$ cat config.mk
export PLATFORM = sky130hd
export DESIGN_NAME = eep_host
export DESIGN_NICKNAME = d
export VERILOG_FILES = /design/src/hw/eep_pkg.sv /design/src/hw/eep_bus_cycle.sv /design/src/hw/eep_host.sv /design/src/hw/eep_page_mem.sv
export SDC_FILE = /design/constraint.sdc
export NUM_CORES = 2
export LEC_CHECK = 0
export BUFFER_PORTS_ARGS = -buffer_cell sky130_fd_sc_hd__buf_4
export CAP_MARGIN = 20
export CORE_ASPECT_RATIO = 1.25
export CORE_MARGIN = 2
export CORE_UTILIZATION = 55
export DETAILED_ROUTE_END_ITERATION = 12
export GPL_TIMING_DRIVEN = 0
export MAX_ROUTING_LAYER = met4
export PLACE_DENSITY_LB_ADDON = 0.12
export RECOVER_POWER = 50
export REMOVE_ABC_BUFFERS = 1
export SLEW_MARGIN = 40
export SYNTH_ARGS = -nofsm -noshare
export SYNTH_HDL_FRONTEND = slang
export SYNTH_SLANG_ARGS = --single-unit
$ cat constraint.sdc
create_clock -name hclk -period 3.23 [get_ports hclk]
set_input_delay 0.646 -clock hclk [delete_from_list [all_inputs] [get_ports hclk]]
set_output_delay 0.646 -clock hclk [all_outputs]
set_load 0.01 [all_outputs]
$ cat src/hw/eep_pkg.sv
// package: constants, types and register map of the eeprom host controller
package eep_pkg;
  localparam int ADDR_W = 17;
  localparam int DATA_W = 8;
  localparam int PAGE_MAX = 256;
  localparam int PAGE_W = 9;
  localparam int CLK_MHZ = 50;
  // strobe timing in ns and us
  localparam int STROBE_LOW_NS = 100;
  localparam int STROBE_LOW_CYC = (STROBE_LOW_NS * CLK_MHZ + 999) / 1000;
  localparam int SETUP_NS = 40;
  localparam int SETUP_CYC = (SETUP_NS * CLK_MHZ + 999) / 1000;
  localparam int READ_NS = 200;
  localparam int READ_CYC = (READ_NS * CLK_MHZ + 999) / 1000;
  localparam int BYTE_LOAD_US = 100;
  localparam int BYTE_LOAD_CYC = BYTE_LOAD_US * CLK_MHZ;
  localparam int CNT_W = 16;
  localparam int POLL_BIT = 7;
  localparam int TOGGLE_BIT = 6;
  // register byte offsets
  localparam logic [7:0] OFS_CTRL = 8'h00;
  localparam logic [7:0] OFS_ADDR = 8'h04;
  localparam logic [7:0] OFS_WDATA = 8'h08;
  localparam logic [7:0] OFS_STAT = 8'h0C;
  localparam logic [7:0] OFS_RDATA = 8'h10;
  localparam logic [7:0] OFS_LEN = 8'h14;
  // control and status bit positions
  localparam int CTRL_GO = 0;
  localparam int CTRL_CMD_LSB = 1;
  localparam int CMD_W = 3;
  localparam int STAT_BUSY = 0;
  localparam int STAT_DONE = 1;
  localparam int STAT_ERR = 2;
  localparam int STAT_TOGGLE = 3;
  // sequence tables
  localparam int UNLOCK_N = 3;
  localparam int DISABLE_N = 6;
  localparam int SEQ_MAX = 6;
  localparam logic [14:0] SEQ_ADDR [SEQ_MAX] = '{15'h5555, 15'h2AAA, 15'h5555,
                                                 15'h5555, 15'h2AAA, 15'h5555};
  localparam logic [7:0] UNLOCK_DATA [SEQ_MAX] = '{8'hAA, 8'h55, 8'hA0,
                                                   8'h00, 8'h00, 8'h00};
  localparam logic [7:0] DISABLE_DATA [SEQ_MAX] = '{8'hAA, 8'h55, 8'h80,
                                                    8'hAA, 8'h55, 8'h20};
  typedef enum logic [2:0] {
    CMD_READ    = 3'h0,
    CMD_WRITE   = 3'h1,
    CMD_PWRITE  = 3'h2,
    CMD_UNPROT  = 3'h3,
    CMD_TOGPOLL = 3'h4
  } eep_cmd_e;
  typedef struct packed {
    logic              ce_n;
    logic              oe_n;
    logic              we_n;
    logic [ADDR_W-1:0] addr;
    logic [DATA_W-1:0] dq_o;
    logic              dq_oe;
  } eep_pins_s;
  typedef struct packed {
    logic              start;
    logic              is_write;
    logic [ADDR_W-1:0] addr;
    logic [DATA_W-1:0] data;
  } eep_req_s;
endpackage

$ cat src/hw/eep_bus_cycle.sv
// one parallel bus cycle: read or write with timed strobes
`timescale 1ns/1ps
module eep_bus_cycle
  import eep_pkg::*;
(
  // clock and reset
  input  wire logic              hclk,
  input  wire logic              hresetn,
  // request
  input  wire eep_req_s          req,
  output logic                   done,
  output logic      [DATA_W-1:0] rdata,
  // pins
  output eep_pins_s              pins,
  input  wire logic [DATA_W-1:0] dq_i
);
  typedef enum logic [3:0] {
    S_IDLE  = 4'b0001,
    S_SETUP = 4'b0010,
    S_PULSE = 4'b0100,
    S_HOLD  = 4'b1000
  } eep_cyc_e;
  eep_cyc_e          st_r, st_nxt;
  logic [7:0]        cnt_r, cnt_nxt;
  logic              wr_r, wr_nxt;
  logic [DATA_W-1:0] rd_r, rd_nxt;
  eep_pins_s         pin_r, pin_nxt;

  always_comb
  begin
    st_nxt  = st_r;
    cnt_nxt = cnt_r;
    wr_nxt  = wr_r;
    rd_nxt  = rd_r;
    pin_nxt = pin_r;
    done    = 1'b0;
    unique case (st_r)
      S_IDLE:
      begin
        if (req.start)
        begin
          // address and data set up with all strobes high
          pin_nxt.addr  = req.addr;
          pin_nxt.dq_o  = req.data;
          pin_nxt.dq_oe = req.is_write;
          pin_nxt.oe_n  = 1'b1;
          wr_nxt        = req.is_write;
          cnt_nxt       = 8'(SETUP_CYC);
          st_nxt        = S_SETUP;
        end
      end
      S_SETUP:
      begin
        if (cnt_r <= 8'h01)
        begin
          // write: ce+we low with oe high; read: ce+oe low with we high
          pin_nxt.ce_n = 1'b0;
          pin_nxt.we_n = !wr_r;
          pin_nxt.oe_n = wr_r;
          cnt_nxt = wr_r ? 8'(STROBE_LOW_CYC) : 8'(READ_CYC);
          st_nxt  = S_PULSE;
        end
        else
        begin
          cnt_nxt = cnt_r - 8'h01;
        end
      end
      S_PULSE:
      begin
        if (cnt_r <= 8'h01)
        begin
          rd_nxt       = dq_i;
          pin_nxt.ce_n = 1'b1;
          pin_nxt.we_n = 1'b1;
          pin_nxt.oe_n = 1'b1;
          cnt_nxt      = 8'(SETUP_CYC);
          st_nxt       = S_HOLD;
        end
        else
        begin
          cnt_nxt = cnt_r - 8'h01;
        end
      end
      S_HOLD:
      begin
        if (cnt_r <= 8'h01)
        begin
          pin_nxt.dq_oe = 1'b0;
          done          = 1'b1;
          st_nxt        = S_IDLE;
        end
        else
        begin
          cnt_nxt = cnt_r - 8'h01;
        end
      end
      default: st_nxt = S_IDLE;
    endcase
  end

  always_ff @(posedge hclk or negedge hresetn)
  begin
    if (!hresetn)
    begin
      st_r  <= S_IDLE;
      cnt_r <= 8'h00;
      wr_r  <= 1'b0;
      rd_r  <= '0;
      pin_r <= '{ce_n: 1'b1, oe_n: 1'b1, we_n: 1'b1, addr: '0, dq_o: '0, dq_oe: 1'b0};
    end
    else
    begin
      st_r  <= st_nxt;
      cnt_r <= cnt_nxt;
      wr_r  <= wr_nxt;
      rd_r  <= rd_nxt;
      pin_r <= pin_nxt;
    end
  end
  assign pins  = pin_r;
  assign rdata = rd_r;
endmodule

$ cat src/hw/eep_host.sv
// ahb-lite controlled host for a parallel eeprom with software protection
//
// The address map and the AHB-Lite slave port were decided locally.
`timescale 1ns/1ps
// How it works
// busy read returns inverted bit seven
// finished read returns true bit seven
// protected plain write gives no polling
// toggle bit flips each read while busy
// toggle stable means write finished
// write strobe pulses far above 10ns
// no write with oe low
// device ships unprotected
// protected write enables protection
// only disable sequence clears protection
// unlock issued before every protected write
// three fixed writes form unlock
// page of one to 256 bytes
// device relocks after page load
// unlock write always leaves device protected
// top two address bits ignored
// no other access inside a sequence
// six writes clear protection
// chip select from address decode; ce_n here follows the bus-cycle strobe timing, with no address decode
// page bytes within 100us
// write needs ce and we low
// read with ce and oe low
// page bytes share upper address
// sequence addresses and data parametrised
// broken sequence must restart
module eep_host
  import eep_pkg::*;
#(
  parameter int BYTE_LOAD_CYCLES = BYTE_LOAD_CYC
)(
  // clock and reset
  input  wire logic              hclk,
  input  wire logic              hresetn,
  // ahb-lite slave
  input  wire logic              hsel,
  input  wire logic [31:0]       haddr,
  input  wire logic [1:0]        htrans,
  input  wire logic              hwrite,
  input  wire logic [2:0]        hsize,
  input  wire logic [31:0]       hwdata,
  input  wire logic              hready,
  output logic                   hreadyout,
  output logic                   hresp,
  output logic      [31:0]       hrdata,
  // eeprom pins
  output logic                   ce_n,
  output logic                   oe_n,
  output logic                   we_n,
  output logic      [ADDR_W-1:0] addr,
  output logic      [DATA_W-1:0] dq_o,
  output logic                   dq_oe,
  input  wire logic [DATA_W-1:0] dq_i
);
  typedef enum logic [5:0] {
    H_IDLE = 6'b000001,
    H_SEQ  = 6'b000010,
    H_PAGE = 6'b000100,
    H_READ = 6'b001000,
    H_POLL = 6'b010000,
    H_GAP  = 6'b100000
  } eep_host_e;

  eep_host_e         st_r, st_nxt;
  logic [2:0]        cmd_r, cmd_nxt;
  logic [ADDR_W-1:0] addr_r, addr_nxt;
  logic [DATA_W-1:0] wdat_r, wdat_nxt;
  logic [PAGE_W-1:0] len_r, len_nxt;
  logic [PAGE_W-1:0] idx_r, idx_nxt;
  logic [2:0]        seq_r, seq_nxt;
  logic [DATA_W-1:0] rdat_r, rdat_nxt;
  logic [DATA_W-1:0] last_r, last_nxt;
  logic              busy_r, busy_nxt;
  logic              donef_r, donef_nxt;
  logic              err_r, err_nxt;
  logic              tog_r, tog_nxt;
  logic [1:0]        tphase_r, tphase_nxt;
  logic [CNT_W-1:0]  gap_r, gap_nxt;
  logic [ADDR_W-1:0] last_addr;
  eep_req_s          req;
  eep_pins_s         pins;
  logic              cyc_done;
  logic [DATA_W-1:0] cyc_rdata;
  logic [7:0]        mem_rdata;
  logic              mem_we;

  // ahb address phase capture
  logic        aw_r, aw_nxt;
  logic [7:0]  aa_r, aa_nxt;
  logic        take;
  assign take      = hsel && hready && htrans[1];
  assign hreadyout = 1'b1;
  assign hresp     = 1'b0;

  always_comb
  begin
    aw_nxt = take && hwrite;
    aa_nxt = take ? haddr[7:0] : aa_r;
  end

  assign mem_we = aw_r && (aa_r == OFS_WDATA) && !busy_r;

  eep_page_mem u_mem (
    .hclk  (hclk),
    .we    (mem_we),
    .waddr (idx_r[PAGE_W-2:0]),
    .wdata (hwdata[7:0]),
    .raddr (idx_nxt[PAGE_W-2:0]),
    .rdata (mem_rdata)
  );

  eep_bus_cycle u_cyc (
    .hclk    (hclk),
    .hresetn (hresetn),
    .req     (req),
    .done    (cyc_done),
    .rdata   (cyc_rdata),
    .pins    (pins),
    .dq_i    (dq_i)
  );

  // sequence addresses ignore the top two address bits
  function automatic logic [ADDR_W-1:0] seq_addr(input logic [2:0] i,
                                                 input logic [ADDR_W-1:0] base);
    seq_addr = {base[ADDR_W-1:ADDR_W-2], SEQ_ADDR[i]};
  endfunction

  always_comb
  begin
    st_nxt     = st_r;
    cmd_nxt    = cmd_r;
    addr_nxt   = addr_r;
    wdat_nxt   = wdat_r;
    len_nxt    = len_r;
    idx_nxt    = idx_r;
    seq_nxt    = seq_r;
    rdat_nxt   = rdat_r;
    last_nxt   = last_r;
    busy_nxt   = busy_r;
    donef_nxt  = donef_r;
    err_nxt    = err_r;
    tog_nxt    = tog_r;
    tphase_nxt = tphase_r;
    gap_nxt    = gap_r;
    req        = '{start: 1'b0, is_write: 1'b0, addr: addr_r, data: wdat_r};
    if (aw_r && !busy_r)
    begin
      unique case (aa_r)
        OFS_CTRL:
        begin
          if (hwdata[CTRL_GO])
          begin
            cmd_nxt   = hwdata[CTRL_CMD_LSB +: CMD_W];
            busy_nxt  = 1'b1;
            donef_nxt = 1'b0;
            err_nxt   = 1'b0;
            idx_nxt   = '0;
            seq_nxt   = '0;
            tphase_nxt = 2'b00;
            unique case (hwdata[CTRL_CMD_LSB +: CMD_W])
              CMD_PWRITE, CMD_UNPROT: st_nxt = H_SEQ;
              CMD_WRITE:              st_nxt = H_PAGE;
              CMD_READ:               st_nxt = H_READ;
              CMD_TOGPOLL:            st_nxt = H_POLL;
              default:
              begin
                busy_nxt = 1'b0;
                err_nxt  = 1'b1;
              end
            endcase
          end
        end
        OFS_ADDR:  addr_nxt = hwdata[ADDR_W-1:0];
        OFS_WDATA: idx_nxt  = idx_r + 1'b1;
        OFS_LEN:
        begin
          // page length 1..256, out-of-range sets the error flag and keeps the old length
          if (hwdata[PAGE_W-1:0] == '0 || hwdata[PAGE_W-1:0] > PAGE_W'(PAGE_MAX))
            err_nxt = 1'b1;
          else
            len_nxt = hwdata[PAGE_W-1:0];
        end
        default: ;
      endcase
    end
    unique case (st_r)
      H_IDLE: ;
      H_SEQ:
      begin
        req.start    = 1'b1;
        req.is_write = 1'b1;
        req.addr     = seq_addr(seq_r, addr_r);
        req.data     = (cmd_r == CMD_UNPROT) ? DISABLE_DATA[seq_r] : UNLOCK_DATA[seq_r];
        if (cyc_done)
        begin
          seq_nxt = seq_r + 3'd1;
          if (cmd_r == CMD_UNPROT && seq_r == 3'(DISABLE_N - 1))
          begin
            st_nxt = H_GAP;
          end
          else if (cmd_r != CMD_UNPROT && seq_r == 3'(UNLOCK_N - 1))
          begin
            idx_nxt = '0;
            st_nxt  = H_PAGE;
          end
        end
      end
      H_PAGE:
      begin
        // bytes go back to back, well within the byte-load window
        req.start    = 1'b1;
        req.is_write = 1'b1;
        req.addr     = {addr_r[ADDR_W-1:PAGE_W-1],
                        (PAGE_W-1)'(addr_r[PAGE_W-2:0] + idx_r[PAGE_W-2:0])};
        req.data     = mem_rdata;
        if (cyc_done)
        begin
          last_nxt = mem_rdata;
          idx_nxt  = idx_r + 1'b1;
          if (idx_r + 1'b1 >= len_r)
            st_nxt = H_GAP;
        end
      end
      H_READ:
      begin
        req.start = 1'b1;
        if (cyc_done)
        begin
          rdat_nxt = cyc_rdata;
          st_nxt   = H_IDLE;
          busy_nxt = 1'b0;
          donef_nxt = 1'b1;
        end
      end
      H_GAP:
      begin
        // wait out the byte-load window so programming starts
        gap_nxt = gap_r + 1'b1;
        idx_nxt = '0;
        if (32'(gap_r) >= 32'(BYTE_LOAD_CYCLES) || gap_r == '1)
        begin
          gap_nxt    = '0;
          tphase_nxt = 2'b00;
          st_nxt     = H_POLL;
        end
      end
      H_POLL:
      begin
        // repeated reads; toggle bit equal in two successive reads means programming done
        req.start = 1'b1;
        req.addr  = (cmd_r == CMD_WRITE || cmd_r == CMD_PWRITE) ? last_addr : addr_r;
        if (cyc_done)
        begin
          rdat_nxt = cyc_rdata;
          tog_nxt  = cyc_rdata[TOGGLE_BIT];
          if (tphase_r != 2'b00 && cyc_rdata[TOGGLE_BIT] == tog_r)
          begin
            st_nxt    = H_IDLE;
            busy_nxt  = 1'b0;
            donef_nxt = 1'b1;
            // polling bit should now equal the true data
            if ((cmd_r == CMD_WRITE || cmd_r == CMD_PWRITE) &&
                cyc_rdata[POLL_BIT] != last_r[POLL_BIT])
              err_nxt = 1'b1;
          end
          tphase_nxt = 2'b01;
        end
      end
      default: st_nxt = H_IDLE;
    endcase
  end

  always_ff @(posedge hclk or negedge hresetn)
  begin
    if (!hresetn)
    begin
      st_r <= H_IDLE; cmd_r <= '0; addr_r <= '0; wdat_r <= '0;
      len_r <= PAGE_W'(1); idx_r <= '0; seq_r <= '0; rdat_r <= '0;
      last_r <= '0; busy_r <= 1'b0; donef_r <= 1'b0; err_r <= 1'b0;
      tog_r <= 1'b0; tphase_r <= 2'b00; aw_r <= 1'b0; aa_r <= '0;
      gap_r <= '0;
    end
    else
    begin
      st_r <= st_nxt; cmd_r <= cmd_nxt; addr_r <= addr_nxt; wdat_r <= wdat_nxt;
      len_r <= len_nxt; idx_r <= idx_nxt; seq_r <= seq_nxt; rdat_r <= rdat_nxt;
      last_r <= last_nxt; busy_r <= busy_nxt; donef_r <= donef_nxt;
      err_r <= err_nxt; tog_r <= tog_nxt; tphase_r <= tphase_nxt;
      aw_r <= aw_nxt; aa_r <= aa_nxt;
      gap_r <= gap_nxt;
    end
  end

  // last byte of the page, where completion is polled
  assign last_addr = {addr_r[ADDR_W-1:PAGE_W-1],
                      (PAGE_W-1)'(addr_r[PAGE_W-2:0] + len_r[PAGE_W-2:0] - 1'b1)};

  // read data for the captured address
  always_comb
  begin
    unique case (aa_r)
      OFS_ADDR:  hrdata = {{(32-ADDR_W){1'b0}}, addr_r};
      OFS_STAT:  hrdata = {28'h000_0000, tog_r, err_r, donef_r, busy_r};
      OFS_RDATA: hrdata = {24'h00_0000, rdat_r};
      OFS_LEN:   hrdata = {{(32-PAGE_W){1'b0}}, len_r};
      default:   hrdata = 32'h0000_0000;
    endcase
  end

  assign ce_n  = pins.ce_n;
  assign oe_n  = pins.oe_n;
  assign we_n  = pins.we_n;
  assign addr  = pins.addr;
  assign dq_o  = pins.dq_o;
  assign dq_oe = pins.dq_oe;
endmodule

$ cat src/hw/eep_page_mem.sv
// page buffer holding bytes to be loaded into one device page
`timescale 1ns/1ps
module eep_page_mem
  import eep_pkg::*;
#(
  parameter int DEPTH = PAGE_MAX,
  parameter int AW    = PAGE_W - 1
)(
  // clock
  input  wire logic          hclk,
  // write side
  input  wire logic          we,
  input  wire logic [AW-1:0] waddr,
  input  wire logic [7:0]    wdata,
  // read side
  input  wire logic [AW-1:0] raddr,
  output logic      [7:0]    rdata
);
  logic [7:0] mem [DEPTH];
  always_ff @(posedge hclk)
  begin
    if (we)
    begin
      mem[waddr] <= wdata;
    end
    rdata <= mem[raddr];
  end
endmodule

### Yosys cells after proc, flatten, opt, wreduce, memory -nomap -nowiden

Memories as Yosys holds them, arrays and structs flattened. A register that Yosys moved wholly into a read port is not among the register bits.
Cells that the tools add are included.

| storage, ports and cells | value |
|---|---|
| bits in registers | 144 |
| memory bits (writable) | 2048 |
| ROM bits | 248 |
| input port bits | 82 |
| output and inout port bits | 63 |
| logic and storage cells | 213 |
| memories kept | 4 |

Memory list:

| name | depth | bits a word | rd ports | clocked after Yosys merged registers in | write ports | RTL line | text |
|---|---|---|---|---|---|---|---|
| u_mem.mem | 256 | 8 | 1 | 1 | 1 | eep_page_mem.sv:19 | `logic [7:0] mem [DEPTH];` |
| (name not given) | 8 | 15 | 1 | 0 | 0 | eep_host.sv:129 | `seq_addr = {base[ADDR_W-1:ADDR_W-2], SEQ_ADDR[i]};` |
| (name not given) | 8 | 8 | 1 | 0 | 0 | eep_host.sv:197 | `req.data = (cmd_r == CMD_UNPROT) ? DISABLE_DATA[seq_r] : UNLOCK_DATA[seq_r];` |
| (name not given) | 8 | 8 | 1 | 0 | 0 | eep_host.sv:197 |  |

| cells by class | value |
|---|---|
| $add $sub $neg | 7 |
| order comparisons | 5 |
| equality and inequality tests | 33 |
| muxes and demuxes | 95 |
| bitwise gates (word level) | 2 |
| reduce and logical (&&, ||, !) cells | 41 |

Operator list:

| operator | number |
|---|---|
| $mux W8 | 10 |
| $mux W6 | 12 |
| $pmux W17 S4 | 1 |
| $mux W9 | 6 |
| $pmux W15 S3 | 1 |
| $pmux W6 S6 | 1 |
| $pmux W8 S4 | 1 |
| $mux W1 | 30 |
| $mux W15 | 2 |
| $pmux W9 S3 | 1 |
| $pmux W6 S4 | 1 |
| $mux W3 | 7 |
| $mux W4 | 5 |
| $pmux W9 S2 | 1 |
| $add A16 B1 Y16 const B | 1 |
| $add A8 B8 Y8 | 2 |
| $eq A16 B16 Y1 const B | 1 |
| $eq A8 B4 Y1 const B | 2 |
| $eq A8 B5 Y1 const B | 2 |
| $ge A16 B13 Y1 const B | 1 |
| $mux W16 | 1 |
| $pmux W4 S4 | 1 |
| $pmux W8 S2 | 1 |
| $sub A8 B1 Y8 const B | 2 |
| 46 further kinds | 90 |

### Depth between registers and ports, before layout

| logic depth | value |
|---|---|
| word-level depth | 10 |
| gate-level depth with buffers | 20 |
| mapped depth without buffers | 17 |

### Cells and area by module

From an unflattened synthesis, not the netlist that was laid out.

| unflattened totals | value |
|---|---|
| cells, all modules | 4608 |
| area, all modules | 87622.8 um^2 |

By module, submodules not included:

| module | instances | cells an instance | area an instance (um^2) | sequential area each (um^2) |
|---|---|---|---|---|
| eep_page_mem | 1 | 3733 | 79556.3 | 61659.1 |
| eep_host | 1 | 652 | 5883.1 | 2179.6 |
| eep_bus_cycle | 1 | 223 | 2183.3 | 1256.2 |

### Worst setup path before layout

No wires, ideal clock.

| timing | value |
|---|---|
| kind | register to register |
| from | reg u_cyc.st_r[0] |
| to | reg u_mem.rdata[0], read port of u_mem.mem |
| setup time | 0.123 ns |
| data arrival time | 3.186 ns |
| data required time | 3.107 ns |
| slack | -0.079 ns |
| cell stages (with the launch flop) | 17 |
| path buffers | 5 |
| period minus slack after synthesis | 3.309 ns |
| cells stage by stage | dfstp_2 buf_2 nor4b_4 nand4_2 a22o_1 buf_6 a21o_1 buf_6 nand2_8 buf_6 buf_2 mux2i_1 a22oi_1 a2111oi_0 o2bb2a_1 o21ai_1 o22ai_1 |

| between the ends | value |
|---|---|
| cells in the longest elaborated chain, start to end | 4 |
| elaborated cells on any way between the ends | 5 |
| those cells by class | eq/ne (1); mux (4) |

RTL lines:

| what | RTL line | text |
|---|---|---|
| start: declaration | eep_bus_cycle.sv:23 | `eep_cyc_e st_r, st_nxt;` |
| start signal: assignment | eep_bus_cycle.sv:113 | `st_r <= st_nxt;` |
| $eq A4 B4 Y1 (*) | eep_bus_cycle.sv:37 | `unique case (st_r)` |
| $mux W1 (*) | eep_bus_cycle.sv:37 |  |
| $mux W9, on equally long branches | eep_host.sv:220, eep_host.sv:198 |  |
| $pmux W9 S3 (*) | eep_host.sv:190 | `unique case (st_r)` |
| end: declaration | eep_page_mem.sv:17 | `output logic [7:0] rdata` |

Every way passes the cells marked *; elsewhere a longest branch is shown, timed or not.
A chain may end at the register's enable or synchronous reset.

### Worst setup path after layout

| timing | value |
|---|---|
| from | reg u_cyc.cnt_r[2] |
| to | reg u_mem.rdata[7], read port of u_mem.mem |

| between the ends | value |
|---|---|
| cells in the longest elaborated chain, start to end | 5 |
| elaborated cells on any way between the ends | 6 |
| those cells by class | order compare (1); mux (5) |

RTL lines:

| what | RTL line | text |
|---|---|---|
| start: declaration | eep_bus_cycle.sv:24 | `logic [7:0] cnt_r, cnt_nxt;` |
| start signal: assignment | eep_bus_cycle.sv:114 | `cnt_r <= cnt_nxt;` |
| $le A8 B1 Y1 (*) | eep_bus_cycle.sv:86 | `if (cnt_r <= 8'h01)` |
| $mux W1 (*) | eep_bus_cycle.sv:86 |  |
| $mux W1 (*) | eep_bus_cycle.sv:37 |  |
| $mux W9, on equally long branches | eep_host.sv:220, eep_host.sv:198 |  |
| $pmux W9 S3 (*) | eep_host.sv:190 |  |

Marked as above.

==> impl_metrics.toml <==
[yosys]
ys_seq_elements = 2193
synth_edf_count = 2048
synth.distinct_cells = 90
netlist_instances = 6750
synth.area.mux_share = 0.01872
synth_compound_gate_area_share = 0.09656
synthSimpleGateAreaFrac = 0.1246
synth_xor_area_frac = 0.003299
synth_top_family_by_area = "simple AND/OR/NAND/NOR gates"
syn_avg_cell_area_um2 = 13.37
ys_warn_count = 0
yosysSeqAreaShare = 0.7211
syn-cell-area_um2 = 90280
synth_fa_ha_area_frac = 0.006265
async_reset_ff_frac = 0.06247
yosys_most_used_dff = "edfxtp_1"

[sta]
period_minus_slack_ps = 5242
tightestPinTransition_ps = 2582
slew_violations = 681
period_share = 1.623
setup_viol = 579
slew_headroom = -0.7213
hold_viol_final = 0
rsz0062_at_grt = "true"
skew_ps = 45.52
fmax_mhz = 190.8
postLayoutSetupSlackWorst_ps = -2012

[placed_design]
portBuffers = 84
dp_hpwl_um = 158800
gp_congestion = 0.8998

[detailed_routing]
drc = 0
ant_nets = 0
vias = 60230
drt-initial-drc-count = 8224
wirelength_um = 280800
wire_per_inst_um = 30.37
viasPerCell = 6.514
firstDrtPassIters = 6

[final_layout]
postLayoutCoreUtil = 0.6481
drive_gt1_frac = 0.1704
fill_cells = 11500
area_delta_synth_final_pct = 17.35
seqCellArea_um2 = 65120
layout_common_cells = "edfxtp_1, nand2_1, nand3_1"
multi_input_area_um2 = 25530
final_common_cell = "edfxtp_1"
nets = 7018

[critical_path]
cpMostUsedCell = "buf_16"
cp_slowest_stage_delay_ps = 420
ff2ff_path_depth = 26
critPathArrivalTime_ps = 5980
start_kind = "flop"
cpLargestDelayFamily = "buffers and inverters"
criticalPathCategory = "reg -> reg"
path_max_fanout = 7
r2r_start = "u_cyc.cnt_r[2]$_DFFE_PN0P_"
worst-path-buf-inv = 15
critPathSlowestCell = "dfrtp_1"
worst_setup_path_end_kind = "flop"
cp.required_ps = 3970
r2r-end = "u_mem.rdata[7]$_DFF_P_"
reg2reg_slack_ps = -2010

[clock_tree]
h-tree-depth = 4
cts_tree = "done"
clock-sinks = 2193
cts_max_path_buffers = 3
cts_root_buf = "clkbuf_16"
clkSlewWorstSetupHoldPaths_ps = 60
numCtsBuffers = 204
clock_latency_ps = 870

[power]
leakage_nw = 37.10
power.total_mw = 61.72
power_density_nw_per_um2 = 582.6
max-vdd-ir-drop_v = 0.0004206

[floorplanning]
fp-row-count = 166
coreArea_um2 = 163500
start_util = 0.5523
fp.dieH_um = 457.0
ios = 145
die_w_um = 366.4
dieArea_um2 = 167400

[worst_hold_path]
hp-start = "haddr[0]"
hold-path-cell-count = 2
hp-class = "in -> reg"
whs_endpoint = "aa_r[0]$_DFFE_PN0P_"

[global_routing]
grt_overflow = 0
grt_use_total = 0.3398
grt_pass1_vias = 57540
grt_pass1_wl_um = 402800
antenna_found_initial = 6
grt_max_degree = 98

[run_status]
status = "complete, but fails checks"
failed_checks = "capacitance limit, slew limit, setup timing"

[run]
drv_cap = 12
flip-flops by register name, summed over array words and instances, names as in the netlist, 2 cells and up:
| signal | flops |
|---|---|
| u_cyc.cnt_r | 8 |
| u_mem.mem | 2048 |
| u_mem.rdata | 8 |
| idx_r | 9 |
| u_cyc.pins | 29 |
| len_r | 9 |
| aa_r | 8 |
| st_r | 6 |
| u_cyc.st_r | 4 |
| u_cyc.rdata | 8 |
| tphase_r | 2 |
| addr_r | 17 |
| rdat_r | 8 |
| gap_r | 16 |
| seq_r | 3 |
| cmd_r | 3 |
kinds of logic after synthesis:
group | after synthesis
AND/OR/NAND/NOR | 2510
adder cells (fa/ha/maj) | 44
other | 2
buffers and inverters | 538
XOR/XNOR | 34
multiplexers | 163
flip-flops | 2193
AO/OA/AOI/OAI | 1266
worst max-delay path by stage:
stage,cells after the start,start,end,slack (ps)
finish,26,u_cyc.cnt_r[2]$_DFFE_PN0P_,u_mem.rdata[7]$_DFF_P_,-2010
global route,24,st_r[5]$_DFF_PN0_,u_mem.rdata[6]$_DFF_P_,-2000
CTS,26,u_cyc.cnt_r[4]$_DFFE_PN0P_,u_mem.rdata[2]$_DFF_P_,-1880
detailed placement,24,hwdata[0],u_mem.rdata[7]$_DFF_P_,-5650
global placement,12,hwdata[0],u_mem.rdata[7]$_DFF_P_,-33780
floorplan,14,u_cyc.cnt_r[0]$_DFFE_PN0P_,u_mem.rdata[6]$_DFF_P_,-13130
worst reg2reg max path, delay by kind of cell (launching register included):
family          cells  cell delay [ps]
buf+inv            15             2140
compound gates      4              930
flops               1              420
simple gates        7             1630
metrics by stage:
step / setup TNS (ps) / setup slack, ps / cell area [um2] / instances / hold WS [ps]
floorplan: -143000 / -13130 / 87900 / 6284 / 350.4
global placement: -2326560 / -33780 / 91260 / 8552 / 436.0
detailed placement: -1074900 / -5651 / 94700 / 8686 / 440.3
CTS: -81510 / -1879 / 105000 / 9210 / 2.938
global route: -247820 / -2002 / 105900 / 9246 / 25.86
finish: -147080 / -2012 / 105900 / 9246 / 43.72
cell type report:
cell class	instances	area share
clock inverters	102	0.006874
well taps	2184	0.02579
repair buffers	392	0.05641
inverters	57	0.002551
repair inverters	4	0.0003307
flip-flops and latches	2193	0.6147
clock buffers	271	0.05234
diodes	3	0.00007086
multi-input cells	4040	0.2409
power by group:
part / internal, mW / switching, mW
Combinational: 2.43 / 4.77
Sequential: 31.2 / 0.137
Clock: 12.7 / 10.5
Total: 46.3 / 15.4
Yosys cell counts, types with 18 or more instances:
cell type	number	area share
buf_4	64	0.0053
inv_1	50	0.0021
nor2_1	346	0.014
buf_6	24	0.0030
buf_1	22	0.00091
o22ai_1	32	0.0022
a22oi_1	93	0.0077
o21ai_0	124	0.0069
buf_2	158	0.0088
ha_1	42	0.0058
and3_1	300	0.021
mux2i_1	116	0.013
edfxtp_1	2048	0.68
a31oi_1	168	0.012
dfrtp_1	131	0.036
a211oi_1	384	0.032
clkbuf_1	210	0.0087
a311oi_1	119	0.012
mux2_2	47	0.0059
a21oi_1	212	0.012
nand3_1	385	0.021
nand4_1	46	0.0032
nor3_1	18	0.0010
nand2_1	1305	0.054
nor4_1	28	0.0019
metal layers:
layer | up-vias | part of all wire | GRT usage
met5 | - | 0 | -
met4 | 0 | 0.058 | 0.1733
met3 | 750 | 0.099 | 0.06944
met2 | 3372 | 0.47 | 0.5184
met1 | 30150 | 0.37 | 0.4343
li1 | 25950 | - | -
timing repair:
action | 4_1_cts | 5_1_grt
hold buffers | 21 | 0
endpoints found under the setup margin | 2059 | 1473
setup buffers | 70 | 26
gates resized for setup | 404 | 251
endpoints found under the hold margin | 111 | 0
pin swaps | 65 | 51
gates cloned | 60 | 7
Power figures use the tool's default switching activity.
